## src/rtl/safety_test_stop_map.svh

```systemverilog
/*
 * Constants of the test stop monitor: codes, reset values, time base.
 * Assumes inclusion from the package and the monitor module only.
 */
`ifndef SAFETY_TEST_STOP_MAP_SVH
`define SAFETY_TEST_STOP_MAP_SVH

// ==================================================================
// Setting codes and reset values
`define COPY_START_CODE 8'hD0
`define CHANGE_CONFIRM_CODE 8'hDC
`define CHANGE_CONFIRM_RESET 8'h00
`define SAVE_START_VALUE 1'h1
`define PASSWORD_RESET 32'h0000_0000
`define FILTER_READY 8'h00
`define FILTER_RESET 8'h00

// ==================================================================
// Status word bit positions
`define STATUS_TEST_REQUIRED_BIT 31
`define STATUS_TORQUE_OFF_BIT 1

// ==================================================================
// Time base: timer runs in whole seconds
`define TEST_INTERVAL_DEFAULT_H 8
`define SECONDS_PER_HOUR 3600
`define CLK_FREQ_HZ 200000000
`define TICK_PERIOD_S 1

`endif

```

## src/rtl/safety_test_stop_pkg.sv

```systemverilog
/*
 * Types shared by the test stop monitor and its bench.
 * Assumes the constant header safety_test_stop_map.svh.
 */
package safety_test_stop_pkg;

    // ==================================================================
    // Self test sequence, coded 0, 1 and 3
    typedef enum logic [1:0] {
        TEST_IDLE = 2'h0,
        TEST_PATHS = 2'h1,
        TEST_BRAKE = 2'h3
    } testState_t;

    // ==================================================================
    // One write to a setting: strobe with its value
    typedef struct packed {
        logic strobe;
        logic [31:0] value;
    } settingWrite_t;

    typedef struct packed {
        logic testRequired;
        logic [28:0] reserved;
        logic torqueOffActive;
        logic spare;
    } statusWord_t;

endpackage

```

## src/rtl/safety_test_stop_monitor.sv

```systemverilog
/*
 * Forced self test monitor for the torque switch-off paths, with the
 * commissioning controls (copy, confirm, save, password, filter).
 * Assumes all inputs synchronous to core_clk and pulses one cycle wide.
 */
// Functional notes
// - Every selection of the torque off function made while no self test runs starts the forced self test.
// - With an external brake relay fitted, the self test also checks its circuits.
// - A timer with configurable period, default eight hours, watches the test interval.
// - The remaining time until the next self test is readable.
// - Status word bit 31 is one while a self test is required.
// - Writing D0 hex to copy control starts the redundant parameter copy.
// - Writing DC hex to change confirm acknowledges a change; default zero.
// - Writing one to save trigger saves; it reads zero once saving is done.
// - Activation with the default password demands a password change.
// - An impermissible password is rejected; the old password stays.
// - Commissioning filter written to zero puts the device in ready state.
// - Only passwords one to FFFF FFFF are valid; zero is invalid.
// - Status word bit 1 is one while torque off is active.
`timescale 1ns/1ps
`include "safety_test_stop_map.svh"

module safety_test_stop_monitor
    import safety_test_stop_pkg::*;
#(
    // Cycles per one-second tick; shorten in simulation
    parameter int unsigned TICK_CYCLES = `CLK_FREQ_HZ * `TICK_PERIOD_S
) (
    // Clock and reset
    input wire logic core_clk,
    input wire logic rst_n,
    // Torque off and self test paths
    input wire logic torqueOffSelect,
    input wire logic brakeRelayFitted,
    input wire logic pathTestOk,
    input wire logic brakeTestOk,
    output logic pathTestStart,
    output logic brakeTestStart,
    // Monitoring timer and status
    input wire settingWrite_t test_interval_setting_wr,
    output logic [31:0] testIntervalSetting,
    output logic [31:0] testTimeRemaining,
    output statusWord_t safetyStatusWord,
    // Commissioning controls
    input wire settingWrite_t safety_copy_control_wr,
    input wire settingWrite_t safety_change_confirm_wr,
    input wire settingWrite_t nonvolatile_save_trigger_wr,
    input wire settingWrite_t password_entry_wr,
    input wire settingWrite_t commissioning_filter_wr,
    input wire logic nvSaveDone,
    input wire logic activationRequest,
    output logic copyStart,
    output logic changeConfirmed,
    output logic [7:0] safetyChangeConfirm,
    output logic saveTrigger,
    output logic [31:0] passwordEntry,
    output logic passwordChangeRequired,
    output logic [7:0] commissioningFilter,
    output logic commissioningReady
);

    localparam logic [31:0] INTERVAL_DEFAULT_S = 32'(`TEST_INTERVAL_DEFAULT_H * `SECONDS_PER_HOUR);
    localparam logic [31:0] TICK_LAST = 32'(TICK_CYCLES - 1);

    // ==================================================================
    // Self test sequence
    testState_t state, next_state;
    logic selectPrev, next_pathTestStart, next_brakeTestStart, testPass;

    always_comb begin
        next_state = state;
        next_pathTestStart = 1'b0;
        next_brakeTestStart = 1'b0;
        testPass = 1'b0;
        case (state)
            TEST_IDLE: begin
                if (torqueOffSelect && !selectPrev) begin
                    next_state = TEST_PATHS;
                    next_pathTestStart = 1'b1;
                end
            end
            TEST_PATHS: begin
                if (pathTestOk) begin
                    if (brakeRelayFitted) begin
                        next_state = TEST_BRAKE;
                        next_brakeTestStart = 1'b1;
                    end else begin
                        next_state = TEST_IDLE;
                        testPass = 1'b1;
                    end
                end
            end
            TEST_BRAKE: begin
                if (brakeTestOk) begin
                    next_state = TEST_IDLE;
                    testPass = 1'b1;
                end
            end
            default: next_state = TEST_IDLE;
        endcase
    end

    always_ff @(posedge core_clk or negedge rst_n) begin
        if (!rst_n) begin
            state <= TEST_IDLE;
            selectPrev <= 1'b0;
            pathTestStart <= 1'b0;
            brakeTestStart <= 1'b0;
        end else begin
            state <= next_state;
            selectPrev <= torqueOffSelect;
            pathTestStart <= next_pathTestStart;
            brakeTestStart <= next_brakeTestStart;
        end
    end

    // ==================================================================
    // Monitoring timer in whole seconds
    logic [31:0] tickCnt, next_tickCnt, next_interval, next_remaining;
    logic tickNow, next_testRequired;
    statusWord_t next_status;

    always_comb begin
        tickNow = (tickCnt == TICK_LAST);
        next_tickCnt = tickNow ? 32'h0000_0000 : tickCnt + 32'h0000_0001;
        next_interval = test_interval_setting_wr.strobe ? test_interval_setting_wr.value
                                                        : testIntervalSetting;
        // A new period takes effect at the next reload, not mid-interval
        next_remaining = testTimeRemaining;
        next_testRequired = safetyStatusWord.testRequired;
        if (testPass) begin
            next_remaining = testIntervalSetting;
            next_testRequired = 1'b0;
        end else if (testTimeRemaining == 32'h0000_0000) begin
            next_testRequired = 1'b1;
        end else if (tickNow) begin
            next_remaining = testTimeRemaining - 32'h0000_0001;
        end
        next_status = '0;
        next_status.testRequired = next_testRequired;
        next_status.torqueOffActive = torqueOffSelect;
    end

    always_ff @(posedge core_clk or negedge rst_n) begin
        if (!rst_n) begin
            tickCnt <= 32'h0000_0000;
            testIntervalSetting <= INTERVAL_DEFAULT_S;
            testTimeRemaining <= INTERVAL_DEFAULT_S;
            safetyStatusWord <= '0;
        end else begin
            tickCnt <= next_tickCnt;
            testIntervalSetting <= next_interval;
            testTimeRemaining <= next_remaining;
            safetyStatusWord <= next_status;
        end
    end

    // ==================================================================
    // Commissioning controls
    logic next_copyStart, next_changeConfirmed, next_saveTrigger, next_pwChange, next_ready;
    logic [7:0] next_confirm, next_filter;
    logic [31:0] next_password;
    logic pwValid;

    always_comb begin
        next_copyStart = safety_copy_control_wr.strobe &&
                         (safety_copy_control_wr.value[7:0] == `COPY_START_CODE);
        next_confirm = safety_change_confirm_wr.strobe ? safety_change_confirm_wr.value[7:0]
                                                       : safetyChangeConfirm;
        next_changeConfirmed = safety_change_confirm_wr.strobe &&
                               (safety_change_confirm_wr.value[7:0] == `CHANGE_CONFIRM_CODE);
        // A new save request wins over a completion seen in the same cycle
        next_saveTrigger = saveTrigger;
        if (nonvolatile_save_trigger_wr.strobe &&
            nonvolatile_save_trigger_wr.value[0] == `SAVE_START_VALUE) begin
            next_saveTrigger = 1'b1;
        end else if (nvSaveDone) begin
            next_saveTrigger = 1'b0;
        end
        pwValid = (password_entry_wr.value != `PASSWORD_RESET);
        next_password = (password_entry_wr.strobe && pwValid) ? password_entry_wr.value
                                                              : passwordEntry;
        next_pwChange = passwordChangeRequired;
        if (activationRequest && passwordEntry == `PASSWORD_RESET) begin
            next_pwChange = 1'b1;
        end else if (password_entry_wr.strobe && pwValid) begin
            next_pwChange = 1'b0;
        end
        next_filter = commissioning_filter_wr.strobe ? commissioning_filter_wr.value[7:0]
                                                     : commissioningFilter;
        next_ready = (next_filter == `FILTER_READY);
    end

    always_ff @(posedge core_clk or negedge rst_n) begin
        if (!rst_n) begin
            copyStart <= 1'b0;
            changeConfirmed <= 1'b0;
            safetyChangeConfirm <= `CHANGE_CONFIRM_RESET;
            saveTrigger <= 1'b0;
            passwordEntry <= `PASSWORD_RESET;
            passwordChangeRequired <= 1'b0;
            commissioningFilter <= `FILTER_RESET;
            commissioningReady <= 1'b1;
        end else begin
            copyStart <= next_copyStart;
            changeConfirmed <= next_changeConfirmed;
            safetyChangeConfirm <= next_confirm;
            saveTrigger <= next_saveTrigger;
            passwordEntry <= next_password;
            passwordChangeRequired <= next_pwChange;
            commissioningFilter <= next_filter;
            commissioningReady <= next_ready;
        end
    end
endmodule

```

## config.mk

```make
export PLATFORM = sky130hd
export DESIGN_NAME = safety_test_stop_monitor
export DESIGN_NICKNAME = d
export VERILOG_FILES = /design/src/rtl/safety_test_stop_pkg.sv /design/src/rtl/safety_test_stop_monitor.sv
export VERILOG_INCLUDE_DIRS = /design/src /design/src/rtl
export SDC_FILE = /design/constraint.sdc
export NUM_CORES = 1
export LEC_CHECK = 0
export BUFFER_PORTS_ARGS = -buffer_cell sky130_fd_sc_hd__buf_2
export CORE_AREA = 2 2 137 139
export CTS_CLUSTER_DIAMETER = 40
export DETAILED_ROUTE_END_ITERATION = 7
export DIE_AREA = 0 0 139 141
export GPL_TIMING_DRIVEN = 0
export PLACE_DENSITY_LB_ADDON = 0.2
export SYNTH_ARGS = -nofsm -noshare
export SYNTH_HDL_FRONTEND = slang
export SYNTH_SLANG_ARGS = --single-unit
```

## constraint.sdc

```tcl
create_clock -name core_clk -period 6.7 [get_ports core_clk]
set_input_delay 0.335 -clock core_clk [delete_from_list [all_inputs] [get_ports core_clk]]
set_output_delay 0.335 -clock core_clk [all_outputs]
set_load 0.1 [all_outputs]
```

==> results_dict.tcl <==
set metrics [dict create \
    status "finished, final reports clean" \
    postPlaceCellArea_um2 8810 \
    post_drt_wl_per_cell_um 16.2 \
    final-setup-viol-count 0 \
    synth_top_family_by_area "simple AND/OR/NAND/NOR gates" \
    netlist_area_um2 7270 \
    postSynthAreaPerCell_um2 11.4 \
    ys_warn_count 0 \
    p_sw_mw 1.94 \
    ant_nets 0 \
    ys_async_sr_fraction_pct 100 \
    fmax_mhz 331 \
    n_antenna_cell 0 \
    final_cell_mix "buf_2, dfrtp_1, mux2_2" \
    cp-end-kind "flip-flop" \
    synth-edff-count 0 \
    p_leak_nw 4.26 \
    slew_violations 0 \
    seq_power_share_pct 32.7 \
    postCtsSetupRepairBufs 0 \
    io_buffers 220 \
    cp_slowest_cell "nor4_1" \
    slew_headroom_pct 22.6 \
    cts-htree-levels 4 \
    synthCells 638 \
    ctsResizeCount 0 \
    grt_pass1_wl_mm 30.0 \
    synth.distinct_cells 53 \
    synth_xor_area_share_pct 5.79 \
    hold_class "in -> reg" \
    setup-tns-final_ns 0 \
    ys.flop_type "dfrtp_1" \
    rsz0062_at_grt "no" \
    period_minus_slack_ns 3.02 \
    grt_max_degree 117 \
    finalHoldViolations 0 \
    postCtsHoldBufs 1 \
    finalCritPeriodShare_pct 45.1 \
    worstMarginPinSlew_ns 1.15 \
    crit_path_start_kind "flip-flop" \
    swShare_pct 50.7 \
    synthToLayoutAreaGrowth_pct 29.1 \
    rr_worst_depth 6 \
    grt_overflow_total 0 \
    dpl.hpwl_mm 13.9 \
    synth_top_area_share_pct 50.3 \
    max_stage_delay_ns 0.92 \
    antenna_found_initial 0 \
    fin_nets 1116 \
    clk_latency_ns 0.42 \
    drive_above_1_share_pct 41.4 \
    crit_path_max_fanout 5 \
    cts_buffers 17 \
    p_per_area_nw_per_um2 407 \
    pwr-share-clk_pct 24.5 \
    synthSimpleGateAreaFrac_pct 17.9 \
    drt_iter0_drc 256 \
    synthTopCellsByArea "dfrtp_1, mux2_2, dfstp_2" \
    die_height_um 141 \
    cts_sinks 155 \
    postLayoutCellArea_um2 9390 \
    cts_tree "yes" \
    gp_congestion 0.805 \
    cp_cell_sequence "or4_1, or3_1, nor4_1, nor4bb_1, xnor2_1, o21ai_0" \
    finClkSkew_ns 0.00881 \
    path_class "reg -> reg" \
    via_count 5874 \
    io_pins 357 \
    start_util_pct 39.8 \
    grt_usage_pct 19.3 \
    worstPathRequired_ns 6.99 \
    design.core.area_um2 18300 \
    yosysSeqAreaShare_pct 53.5 \
    via_per_inst 5.09 \
    drc 0 \
    worstHoldPathCells 1 \
    fp.dieArea_um2 19600 \
    rows 50 \
    fillCellCount 1670 \
    intPower_mw 1.88 \
    synth_top_area_cell "dfrtp_1" \
    ys_ff_latch 155 \
    maxCapViolCount 0 \
    synth_fa_ha_area_share_pct 0.344 \
    clock_path_buffers 2 \
    synth_compound_area_share_pct 4.63 \
    grt_pass1_vias 5693 \
    combPwrFrac_pct 42.8 \
    vdd_ir_drop_max_mv 0.337 \
    dieWidth_um 139 \
    synth_mux_area_share_pct 12.8 \
    path_clk_slew_ns 0.06 \
    detail_route.first_pass.iterations 4 \
    arrival_ns 3.31 \
    layout_commonest_cell "buf_2" \
    cts_root_buf "clkbuf_16" \
    routed_wl_mm 18.7 \
]
==> through the flow <==
step / setup slack, ns / power (mW) / hold WS (ns) / util, % / instances
after floorplan: 3.76 / 2.58 / 0.0394 / - / 667
after global placement: 2.83 / 2.90 / 0.448 / 48.0 / 1121
after detailed placement: 3.81 / 2.90 / 0.237 / 48.2 / 1122
after CTS: 3.78 / 3.85 / 0.00804 / 51.4 / 1155
after global routing: 3.57 / 3.98 / 0.0157 / 51.4 / 1155
final: 3.68 / 3.82 / 0.0304 / 51.4 / 1155
==> flip-flops by register name, indices dropped and copies added (netlist names) <==
name,count
brakeTestStart,1
copyStart,1
safetyStatusWord,2
commissioningReady,1
saveTrigger,1
passwordEntry,32
testIntervalSetting,32
passwordChangeRequired,1
safetyChangeConfirm,8
testTimeRemaining,32
pathTestStart,1
tickCnt,32
changeConfirmed,1
state,2
commissioningFilter,8
==> cell type report <==
| type | instances | area (um^2) | share of cell area [%] |
|---|---|---|---|
| plain buffers | 57 | 339 | 3.61 |
| clock buffers | 18 | 429 | 4.57 |
| clock inverters | 14 | 139 | 1.48 |
| inverters | 5 | 18.8 | 0.200 |
| multi-input cells | 450 | 3130 | 33.3 |
| flip-flops and latches | 155 | 3890 | 41.4 |
| well taps | 234 | 293 | 3.12 |
| repair buffers | 222 | 1150 | 12.2 |
==> critical path: cells and delay by family (launching register included) <==
kind	cells	cell delay, ns
flops	1	0.42
compound gates	1	0.09
xor+xnor	1	0.21
simple gates	4	2.18
==> cell usage after synthesis (all sizes together) (2+ instances only) <==
| library cell | n |
|---|---|
| dfrtp | 146 |
| nor3b | 4 |
| nor2 | 47 |
| and4 | 3 |
| o41ai | 3 |
| nand2 | 36 |
| nor4bb | 3 |
| nand2b | 5 |
| or4 | 11 |
| or3 | 10 |
| nand4 | 22 |
| xor2 | 27 |
| and2 | 2 |
| nor3 | 13 |
| o21ai | 21 |
| a31oi | 7 |
| nor4 | 30 |
| ha | 2 |
| nand4b | 4 |
| nor2b | 2 |
| and3 | 7 |
| nor4b | 4 |
| mux2 | 81 |
| clkbuf | 18 |
| xnor2 | 21 |
| buf | 38 |
| a21oi | 10 |
| dfstp | 9 |
| o31ai | 5 |
| nand3 | 26 |
| inv | 5 |
| mux2i | 2 |
==> worst paths after layout <==
| kind | start | endpoint | slack (ns) |
|---|---|---|---|
| setup reg to reg | testTimeRemaining[6] | testTimeRemaining[11] | 3.68 |
| hold / removal | torqueOffSelect | safetyStatusWord[1] | 0.03 |
| setup / recovery | testTimeRemaining[6] | testTimeRemaining[11] | 3.68 |
| hold reg to reg | safetyStatusWord[1] | pathTestStart | 0.46 |
| min in group asynchronous | rst_n | testIntervalSetting[18] | 0.39 |
| max in group asynchronous | rst_n | testTimeRemaining[2] | 5.43 |
==> power by group through the flow <==
stage	Combinational (mW)	Clock, mW	Sequential, mW
detailed placement	1.64	0	1.26
global route	1.70	1.00	1.28
global placement	1.64	0	1.26
CTS	1.64	0.956	1.25
floorplan	0.344	0	2.23
finish	1.64	0.935	1.25
==> cell families after synthesis <==
kind of cell	after synthesis
AOI/OAI and AO/OA	54
and+or+nand+nor	233
xor gates and xnor gates	48
other	1
muxes	83
adders and majority gates	2
DFF	155
buffers and inverters	62
==> layer usage <==
| layer | vias to the layer above | part of all wire, % | GRT usage, % |
|---|---|---|---|
| li1 | 2804 | - | - |
| met5 | - | 0 | 0 |
| met3 | 18 | 8.1 | 5.57 |
| met1 | 2812 | 45 | 26.4 |
| met2 | 240 | 45 | 29.4 |
| met4 | 0 | 1.7 | 6.59 |
No activity file was read; power rests on OpenSTA's default activity.
